### src/rtl/pllp_pkg.sv
// Package for the synthesizer latch bank: select codes, field layouts, timing counts
package pllp_pkg;

    // Word length and latch select codes held in the two lowest bits
    localparam int WORD_W = 24;
    localparam logic [1:0] SEL_CTRL = 2'h0;
    localparam logic [1:0] SEL_RDIV = 2'h1;
    localparam logic [1:0] SEL_NDIV = 2'h2;
    localparam logic [1:0] SEL_TEST = 2'h3;

    // Reset value of every latch and reference edges before synchronous power-down
    localparam logic [WORD_W-1:0] LATCH_RST = 24'h000000;
    localparam logic [1:0] SYNC_PD_EDGES = 2'h2;

    // Control latch, top bit first
    typedef struct packed {
        logic prescaler_sel_high;
        logic prescaler_sel_low;
        logic powerdown_sync_sel;
        logic powerdown_request;
        logic [2:0] pump_current_two;
        logic [2:0] pump_current_one;
        logic [1:0] output_level;
        logic mute_until_locked;
        logic pump_gain_sel;
        logic pump_three_state;
        logic detector_polarity;
        logic [2:0] observe_mux_sel;
        logic divider_reset_bit;
        logic [1:0] core_current;
        logic latch_select_high;
        logic latch_select_low;
    } pllp_ctrl_t;

    // Feedback divider latch, main count at 20:8
    typedef struct packed {
        logic halved_feedback_sel;
        logic half_rate_output;
        logic pump_gain_sel;
        logic [12:0] main_count;
        logic spare_bit;
        logic [4:0] swallow_count;
        logic latch_select_high;
        logic latch_select_low;
    } pllp_ndiv_t;

    // Reference divider latch, reference count at 15:2
    typedef struct packed {
        logic [1:0] spare_bits;
        logic [1:0] band_clock_div;
        logic factory_test_flag;
        logic lock_precision_sel;
        logic [1:0] antibacklash_width;
        logic [13:0] ref_count;
        logic latch_select_high;
        logic latch_select_low;
    } pllp_rdiv_t;

    // Power state, one-hot
    typedef enum logic [3:0] {
        PS_UNPOWERED = 4'b0001,
        PS_ACTIVE = 4'b0010,
        PS_SYNC_WAIT = 4'b0100,
        PS_DOWN = 4'b1000
    } pllp_pstate_t;

endpackage : pllp_pkg

### src/rtl/pllp_latch_bank.sv
// Serial-loaded latch bank with power-down control of the synthesizer
// Function
// Words are 24 bits, MSB first on serial clock rises, moved on strobe rise.
// Select bits both zero store the word in the control latch.
// Select high-low goes to feedback divider latch, low-high to reference latch.
// Feedback latch main count sits at bits 20 down to 8.
// Control latch field positions as laid out in the control struct.
// The two top control bits select the prescaler modulus.
// Host writes reference latch, then control latch, then feedback latch after power-up.
// First control latch load leaves the unpowered state and starts bias.
// Host waits 5 ms or 600 us between control and feedback writes.
// Control bits 21 and 20 are power-down mode and request.
// Request set with mode clear powers down at once on load.
// Both set powers down on second reference edge after the strobe.
// Chip enable low disables the device whatever the power-down bits hold.
// Power-down forces reference, main and timeout dividers to load state.
// Power-down places the charge pump in three-state.
// Entering power-down clears the digital lock detect.
// Power-down debiases RF outputs and disables the reference buffer.
// Shifting and latch loads continue while powered down.
// Host avoids feedback writes in power-down, else repeats full sequence.
// With feedback latch unchanged, power-up keeps the chosen band.
// Reference latch holds count at 15:2 with its control bits above.
`timescale 1ns/1ns
module pllp_latch_bank
    import pllp_pkg::*;
(
    // System
    input wire logic clk_sys,
    input wire logic rst_n,
    input wire logic clk_en,
    // Serial programming link
    input wire logic ser_clk,
    input wire logic ser_data,
    input wire logic latch_load_strobe,
    // Hardware control and reference divider output
    input wire logic chip_enable,
    input wire logic ref_div_out,
    // Latch contents
    output pllp_ctrl_t ctrl_latch,
    output pllp_ndiv_t ndiv_latch,
    output pllp_rdiv_t rdiv_latch,
    output logic [1:0] prescaler_mode,
    output logic pump_gain_eff,
    // Power-down effects
    output logic powered_down,
    output logic bias_enable,
    output logic divider_hold,
    output logic pump_tristate,
    output logic lock_detect_clear,
    output logic rf_bias_enable,
    output logic ref_buffer_enable,
    output logic band_select_start
);

    logic ser_clk_q;
    logic le_q;
    logic ref_q;
    logic [WORD_W-1:0] shift_r;
    pllp_pstate_t pstate_r;
    logic [1:0] sync_cnt_r;
    logic n_dirty_r;
    logic ser_rise;
    logic le_rise;
    logic ref_rise;
    logic [1:0] word_sel;
    logic pd_now;
    pllp_ctrl_t new_ctrl;

    // Pins are synchronous to clk_sys, so one flop each gives the edge history
    always_ff @(posedge clk_sys or negedge rst_n) begin
        if (!rst_n) begin
            ser_clk_q <= 1'b0;
            le_q <= 1'b0;
            ref_q <= 1'b0;
        end else if (clk_en) begin
            ser_clk_q <= ser_clk;
            le_q <= latch_load_strobe;
            ref_q <= ref_div_out;
        end
    end

    assign ser_rise = ser_clk & ~ser_clk_q;
    assign le_rise = latch_load_strobe & ~le_q;
    assign ref_rise = ref_div_out & ~ref_q;
    // select bits are the two LSBs of the shifted word
    assign word_sel = shift_r[1:0];
    // control fields through struct
    assign new_ctrl = pllp_ctrl_t'(shift_r);

    // MSB first shift; R18: keeps running in every power state
    always_ff @(posedge clk_sys or negedge rst_n) begin
        if (!rst_n) begin
            shift_r <= LATCH_RST;
        end else if (clk_en && ser_rise) begin
            shift_r <= {shift_r[WORD_W-2:0], ser_data};
        end
    end

    // control latch load on strobe rise; R18: also during power-down
    always_ff @(posedge clk_sys or negedge rst_n) begin
        if (!rst_n) begin
            ctrl_latch <= pllp_ctrl_t'(LATCH_RST);
        end else if (clk_en && le_rise && word_sel == SEL_CTRL) begin
            ctrl_latch <= new_ctrl;
        end
    end

    // feedback divider latch; R4: main count lands at 20:8 through the struct
    always_ff @(posedge clk_sys or negedge rst_n) begin
        if (!rst_n) begin
            ndiv_latch <= pllp_ndiv_t'(LATCH_RST);
        end else if (clk_en && le_rise && word_sel == SEL_NDIV) begin
            ndiv_latch <= pllp_ndiv_t'(shift_r);
        end
    end

    // reference divider latch; R21: layout from the struct
    always_ff @(posedge clk_sys or negedge rst_n) begin
        if (!rst_n) begin
            rdiv_latch <= pllp_rdiv_t'(LATCH_RST);
        end else if (clk_en && le_rise && word_sel == SEL_RDIV) begin
            rdiv_latch <= pllp_rdiv_t'(shift_r);
        end
    end
    // Factory test latch words (SEL_TEST) are dropped on purpose

    // prescaler mode from the top control bits
    always_ff @(posedge clk_sys or negedge rst_n) begin
        if (!rst_n) begin
            prescaler_mode <= 2'h0;
        end else if (clk_en && le_rise && word_sel == SEL_CTRL) begin
            prescaler_mode <= {new_ctrl.prescaler_sel_high, new_ctrl.prescaler_sel_low};
        end
    end

    // pump gain at bit 10
    // Pump gain is shared by two latches; the latest write of either wins
    always_ff @(posedge clk_sys or negedge rst_n) begin
        if (!rst_n) begin
            pump_gain_eff <= 1'b0;
        end else if (clk_en && le_rise && (word_sel == SEL_CTRL || word_sel == SEL_NDIV)) begin
            pump_gain_eff <= shift_r[word_sel == SEL_CTRL ? 10 : 21];
        end
    end

    // Power state machine
    always_ff @(posedge clk_sys or negedge rst_n) begin
        if (!rst_n) begin
            pstate_r <= PS_UNPOWERED;
        end else if (clk_en) begin
            case (pstate_r)
                PS_UNPOWERED, PS_ACTIVE, PS_SYNC_WAIT, PS_DOWN: begin
                    if (le_rise && word_sel == SEL_CTRL) begin
                        // bit 20 requests, bit 21 picks synchronous mode
                        if (new_ctrl.powerdown_request && !new_ctrl.powerdown_sync_sel) begin
                            // asynchronous power-down takes effect on load
                            pstate_r <= PS_DOWN;
                        end else if (new_ctrl.powerdown_request) begin
                            // synchronous mode waits for reference edges
                            pstate_r <= (pstate_r == PS_DOWN) ? PS_DOWN : PS_SYNC_WAIT;
                        end else begin
                            // control load starts the bias circuitry
                            pstate_r <= PS_ACTIVE;
                        end
                    end else if (pstate_r == PS_SYNC_WAIT && ref_rise && sync_cnt_r == SYNC_PD_EDGES - 2'h1) begin
                        // second reference rise after the strobe
                        pstate_r <= PS_DOWN;
                    end
                end
                default: begin
                    pstate_r <= PS_UNPOWERED;
                end
            endcase
        end
    end

    // counts reference rises after the strobe, cleared on each new load
    always_ff @(posedge clk_sys or negedge rst_n) begin
        if (!rst_n) begin
            sync_cnt_r <= 2'h0;
        end else if (clk_en) begin
            if (le_rise) begin
                sync_cnt_r <= 2'h0;
            end else if (pstate_r == PS_SYNC_WAIT && ref_rise) begin
                sync_cnt_r <= sync_cnt_r + 2'h1;
            end
        end
    end

    // chip enable low overrides whatever software asked for
    assign pd_now = !chip_enable || pstate_r == PS_DOWN || pstate_r == PS_UNPOWERED;

    // Power-down effects, all registered so outputs come from flops
    always_ff @(posedge clk_sys or negedge rst_n) begin
        if (!rst_n) begin
            powered_down <= 1'b1;
            bias_enable <= 1'b0;
            divider_hold <= 1'b1;
            pump_tristate <= 1'b1;
            lock_detect_clear <= 1'b0;
            rf_bias_enable <= 1'b0;
            ref_buffer_enable <= 1'b0;
        end else if (clk_en) begin
            powered_down <= pd_now;
            bias_enable <= !pd_now;
            // dividers held in load state, or by the counter reset bit
            divider_hold <= pd_now || ctrl_latch.divider_reset_bit;
            // pump three-state in power-down or when software asks
            pump_tristate <= pd_now || ctrl_latch.pump_three_state;
            // one-cycle clear on entry to power-down
            lock_detect_clear <= pd_now && !powered_down;
            // RF outputs debiased and reference buffer off
            rf_bias_enable <= !pd_now;
            ref_buffer_enable <= !pd_now;
        end
    end

    // band is kept unless the feedback latch was written while down
    always_ff @(posedge clk_sys or negedge rst_n) begin
        if (!rst_n) begin
            n_dirty_r <= 1'b0;
            band_select_start <= 1'b0;
        end else if (clk_en) begin
            band_select_start <= 1'b0;
            if (le_rise && word_sel == SEL_NDIV && !pd_now) begin
                band_select_start <= 1'b1;
                n_dirty_r <= 1'b0;
            end else if (le_rise && word_sel == SEL_NDIV) begin
                n_dirty_r <= 1'b1;
            end else if (!pd_now && powered_down && n_dirty_r) begin
                band_select_start <= 1'b1;
                n_dirty_r <= 1'b0;
            end
        end
    end
endmodule : pllp_latch_bank

### config.mk
export PLATFORM = sky130hd
export DESIGN_NAME = pllp_latch_bank
export DESIGN_NICKNAME = d
export VERILOG_FILES = /design/src/rtl/pllp_pkg.sv /design/src/rtl/pllp_latch_bank.sv
export SDC_FILE = /design/constraint.sdc
export NUM_CORES = 1
export LEC_CHECK = 0
export ABC_AREA = 1
export BUFFER_PORTS_ARGS = -buffer_cell sky130_fd_sc_hd__buf_4
export CAP_MARGIN = 20
export CORE_AREA = 4 4 107 89
export DETAILED_ROUTE_END_ITERATION = 16
export DIE_AREA = 0 0 111 93
export GPL_TIMING_DRIVEN = 0
export MAX_ROUTING_LAYER = met4
export PLACE_DENSITY = 0.79
export SKIP_CTS_REPAIR_TIMING = 1
export SLEW_MARGIN = 20
export SYNTH_ARGS = -nofsm -noshare
export SYNTH_HDL_FRONTEND = slang
export SYNTH_SLANG_ARGS = --single-unit
### constraint.sdc
create_clock -name clk_sys -period 2.7 [get_ports clk_sys]
set_input_delay 0.135 -clock clk_sys [delete_from_list [all_inputs] [get_ports clk_sys]]
set_output_delay 0.135 -clock clk_sys [all_outputs]
set_load 0.02 [all_outputs]
# Word-level counts from Yosys, hierarchy flattened
# Index checks and enable logic that the tools add are counted.
op_classes:
  addsub: 1
  bitwise: 6
  muxes: 18
  n_reduce_logical: 31
  eq_ne: 8
  order_cmp: 1
ops:
  columns: ["cell", "n"]
  rows:
  - ["two-way mux 4 bit", 6]
  - ["logical AND 1 bit", 15]
  - ["two-way mux 1 bit", 8]
  - ["less-than comparator 5 x 6 -> 1 bit (second input constant)", 1]
  - ["AND reduction 2 bit", 3]
  - ["binary-select mux 1 bit (select 5 bit)", 1]
  - ["logical OR 1 bit", 5]
  - ["two-way mux 5 bit", 1]
  - ["== test 2 x 1 -> 1 bit (second input constant)", 2]
  - ["== test 4 x 1 -> 1 bit (second input constant)", 1]
  - ["== test 4 x 2 -> 1 bit (second input constant)", 1]
  - ["== test 4 x 3 -> 1 bit (second input constant)", 1]
  - ["== test 4 bit (second input constant)", 1]
  - ["zero test 1 bit", 4]
  - ["two-way mux 2 bit", 2]
  - ["OR reduction 4 bit", 1]
  - ["bitwise AND 1 bit", 3]
  - ["inequality test 3 bit (second input constant)", 1]
  - ["NOT 1 bit", 3]
  - ["nonzero test 3 bit", 1]
  - ["adder 2 x 1 -> 2 bit (second input constant)", 1]
  - ["== test 2 bit (second input constant)", 1]
  - ["zero test 2 bit", 1]
  - ["nonzero test 2 bit", 1]
totals:
  input_bits: 8
  regBits: 115
  output_inout_bits: 83
  wordCells: 112

# Logic depth before layout (Yosys ltp)
logic_depth:
  word_depth: 9
  depth_mapped: 8
  depth_no_buf: 8

# Worst setup path before layout
# Ideal clock, no wire load.
synth_timing:
  path_kind: "reg2reg"
  start: "register shift_r[0], in the netlist new_ctrl[0]"
  end: "register ndiv_latch[12] (netlist name)"
  arrival_ns: 1.090
  path_buffers: 1
  setup_slack_ns: 1.490
  required_ns: 2.580
  stages_incl_launch_ff: 8
  setup_time_ns: 0.120
  synth_period_minus_slack_ns: 1.210
  cell_sequence: "dfrtp_1 > nor2_2 > nand2_2 > nor2_4 > inv_4 > buf_6 > nand2_1 > o21ai_2"
synth_via:
  elab_chain_cells: 2
synth_lines:
  columns: ["item", "line", "text"]
  rows:
  - ["start: declaration", "pllp_latch_bank.sv:59", "logic [WORD_W-1:0] shift_r;"]
  - ["start signal: assignment", "pllp_latch_bank.sv:96", "shift_r <= {shift_r[WORD_W-2:0], ser_data};"]
  - ["== test 2 bit", "pllp_latch_bank.sv:113", "end else if (clk_en && le_rise && word_sel == SEL_NDIV) begin"]
  - ["logical AND 1 bit", "pllp_latch_bank.sv:113", null]
  - ["end signal: assignment", "pllp_latch_bank.sv:112", "ndiv_latch <= pllp_ndiv_t'(LATCH_RST);"]
  - ["end signal: assignment", "pllp_latch_bank.sv:114", "ndiv_latch <= pllp_ndiv_t'(shift_r);"]
  - ["end: declaration", "pllp_latch_bank.sv:41", "output pllp_ndiv_t ndiv_latch,"]
# Every way passes these cells.
# A chain may end at the register's enable or synchronous reset.

# Final worst setup path
layout_timing:
  start: "register shift_r[0], in the netlist new_ctrl[0]"
  end: "register ctrl_latch[19] (netlist name)"
layout_via:
  elab_chain_cells: 2
layout_lines:
  columns: ["item", "line", "text"]
  rows:
  - ["zero test 2 bit", "pllp_latch_bank.sv:104", "end else if (clk_en && le_rise && word_sel == SEL_CTRL) begin"]
  - ["logical AND 1 bit", "pllp_latch_bank.sv:104", null]
  - ["end signal: assignment", "pllp_latch_bank.sv:103", "ctrl_latch <= pllp_ctrl_t'(LATCH_RST);"]
  - ["end signal: assignment", "pllp_latch_bank.sv:105", "ctrl_latch <= new_ctrl;"]
  - ["end: declaration", "pllp_latch_bank.sv:40", "output pllp_ctrl_t ctrl_latch,"]
# Every way passes these cells.

==> results.yml <==
finish:
  multiInputGateArea_um2: 1370
  nFillCells: 581
  n_antenna_cell: 0
  design_area_um2: 6060
  drive_above_1_share_pct: 32.8
  nets: 575
  area.growth.synth_to_final_pct: 33.9
  seqCellArea_um2: 2830
setup_path:
  crit_slowest_cell: "dfrtp_1"
  r2r_setup_slack_ns: 1.21
  path_cells: "nor2_1 -> nand2_4 -> buf_2 -> nand2_1 -> o21ai_1"
  arrival_ns: 1.88
  cpPeakStageDelay_ns: 0.47
  cp.depth: 5
  required_ns: 3.08
  critPathLaunchType: "flop"
  endpoint_kind: "flop"
  r2r_end: "ctrl_latch[19]$_DFFE_PN0P_"
  crit_start: "new_ctrl[0]$_DFFE_PN0P_"
  reg2reg_from: "new_ctrl[0]$_DFFE_PN0P_"
  criticalPathCategory: "flop to flop"
  r2r_cells: 5
  critPathTopFamily: "simple AND/OR/NAND/NOR gates"
  critPathMaxFanout: 10
  crit_buf_inv: 1
synthesis:
  synthDistinctLibCells: 28
  syn_inst: 449
  synth_edf_count: 0
  synth_ff_type: "dfrtp_1"
  netlist_area_um2: 4530
  netlist_top_cells_count: "nand2_1, dfrtp_1, inv_1, o21ai_1, o21ai_2"
  synthMostInstantiatedCell: "nand2_1"
  avgSynthCellArea_um2: 10.1
  async_reset_ff_share_pct: 100
  synth_seq_area_share_pct: 62.5
  ys_ff_latch: 113
  yosysTopAreaCellShare_pct: 60.2
  synth_nets: 458
  ys_warn_count: 0
  yosysTopAreaCell: "dfrtp_1"
  synth.area.top_cells: "dfrtp_1, nand2_1, o21ai_2"
floorplan:
  dieArea_um2: 10300
  rows: 30
  core-area_um2: 8370
  pin_count: 91
  fp.dieH_um: 93
  die_w_um: 111
  start_util_pct: 54.1
placement:
  dp_hpwl_um: 7360
  port-buffer-count: 90
  place_area_um2: 5350
  gp_congestion: 0.787
timing:
  period_share_pct: 55.3
  fin_tns_setup_ns: 0
  final_max_slew_viol_count: 0
  worstMarginPinSlew_ns: 0.495
  skew_ns: 0.00751
  slew_headroom_pct: 67.0
  fin_crit_ns: 1.49
  hold_viol_final: 1
  worst_hold_slack_ns: -0.0105
  fmax_ghz: 0.670
  rsz0062_at_grt: "false"
  setup_violations: 0
clock_tree:
  cts_buffer_depth: 2
  htreeDepth: 4
  cts-buffers-inserted: 17
  cts_root_buf: "clkbuf_8"
  cts.sinks: 113
  cts_tree: "done"
  insertion_delay_ns: 0.52
  clkSlewWorstSetupHoldPaths_ns: 0.06
global_routing:
  grt_overflow: 0
  grt_max_degree: 114
  grt_usage_pct: 24.5
  grt_pass1_wl_um: 19200
  antenna_found_initial: 0
  grt_pass1_vias: 3750
drt:
  num_vias: 3608
  first_pass_iters: 5
  wl_per_cell_um: 17.1
  remaining_drc_errors: 0
  drtAntennaViolNets: 0
  routed_via_density: 5.22
  drt_iter0_markers: 225
  wl_um: 11800
pwr:
  ir_worst_vdd_v: 0.000535
  p_per_area_nw_per_um2: 921
  clkPwrFrac_pct: 41.7
  power_frac_seq_pct: 38.2
  p_sw_mw: 1.68
  p_int_mw: 3.91
  p_comb_share_pct: 20.0
  swShare_pct: 30.0
  leakage_nw: 2.97
worst_hold_path:
  hp-class: "primary input to flop"
  min_path_cells: 4
  whs_endpoint: "powered_down$_DFFE_PN1P_"
  min_from: "chip_enable"
flow_run:
  drv_cap: 0
run_status:
  violations: "negative hold slack"
  status: "finished with violations"
-- cells in the final DEF (no fill, tap or decap), types with 7 or more instances in the layout --
master and count:
o21ai_0 30, dlygate4sd3_1 7, o21ai_2 33, inv_1 40, nor2_1 26, dfrtp_1 109, buf_6 9, buf_4 94
nand2_1 117, o21ai_1 33, nand3_1 15, clkbuf_16 16
-- metal layers --
| layer | track usage [%] | share of wire (%) | vias to the layer above |
|---|---|---|---|
| met5 | - | 0 | - |
| met4 | 9.13 | 2.2 | 0 |
| met3 | 5.56 | 6.1 | 27 |
| met2 | 37.5 | 49 | 151 |
| met1 | 32.5 | 43 | 1756 |
| li1 | - | - | 1674 |
-- state kept, by name (all words and copies together) (netlist names), 2 cells and up --
| register | cells |
|---|---|
| ctrl_latch | 23 |
| ndiv_latch | 24 |
| rdiv_latch | 24 |
| new_ctrl | 24 |
| sync_cnt_r | 2 |
| pstate_r | 4 |
-- layout make-up --
cell class	count	area share (%)
Buffer	22	2.79
Tap cell	112	2.31
Sequential cell	113	46.7
Clock buffer	19	7.12
Multi-Input combinational cell	272	22.6
Clock inverter	13	3.05
Inverter	42	2.64
Timing Repair Buffer	98	12.8
-- tightest hold or removal path, cell delays in order --
cell and delay (ns):
buf_4 0.08, nand3_1 0.11, nand2_1 0.09, o21ai_0 0.08
-- worst max-delay path by stage --
| stage | slack [ns] | to |
|---|---|---|
| global route | 1.13 | ctrl_latch[19]$_DFFE_PN0P_ |
| finish | 1.21 | ctrl_latch[19]$_DFFE_PN0P_ |
| detailed placement | 1.27 | ctrl_latch[20]$_DFFE_PN0P_ |
| CTS | 1.25 | ctrl_latch[14]$_DFFE_PN0P_ |
| global placement | 1.32 | ctrl_latch[1]$_DFFE_PN0P_ |
| floorplan | 1.49 | ndiv_latch[12]$_DFFE_PN0P_ |
-- metrics by stage --
| step | power (mW) | utilization (%) | std cells | worst slack, ns |
|---|---|---|---|---|
| after floorplan | 2.77 | - | 449 | 1.49 |
| after global placement | 3.21 | 63.9 | 651 | 1.32 |
| after detailed placement | 3.26 | 63.9 | 651 | 1.27 |
| after CTS | 5.59 | 71.3 | 683 | 1.25 |
| after global routing | 5.84 | 72.5 | 691 | 1.13 |
| final | 5.58 | 72.5 | 691 | 1.21 |
-- power by group through the flow --
stage | clock network, mW | logic (mW) | registers, mW
final | 2.33 | 1.12 | 2.14
after global routing | 2.45 | 1.22 | 2.17
after CTS | 2.34 | 1.12 | 2.13
after detailed placement | 0 | 1.10 | 2.15
after global placement | 0 | 1.07 | 2.14
after floorplan | 0 | 0.446 | 2.32
-- logic make-up (layout without fill, tap and decap cells) --
group	after synthesis	after routing	share of synthesized area (%)
and+or+nand+nor	171	171	16.0
DFF	113	113	62.5
AOI/OAI and AO/OA	99	99	13.8
buffers and inverters	64	194	7.26
adders and majority gates	1	1	0.276
xor gates and xnor gates	1	1	0.193
(Power assumes the default switching activity.)
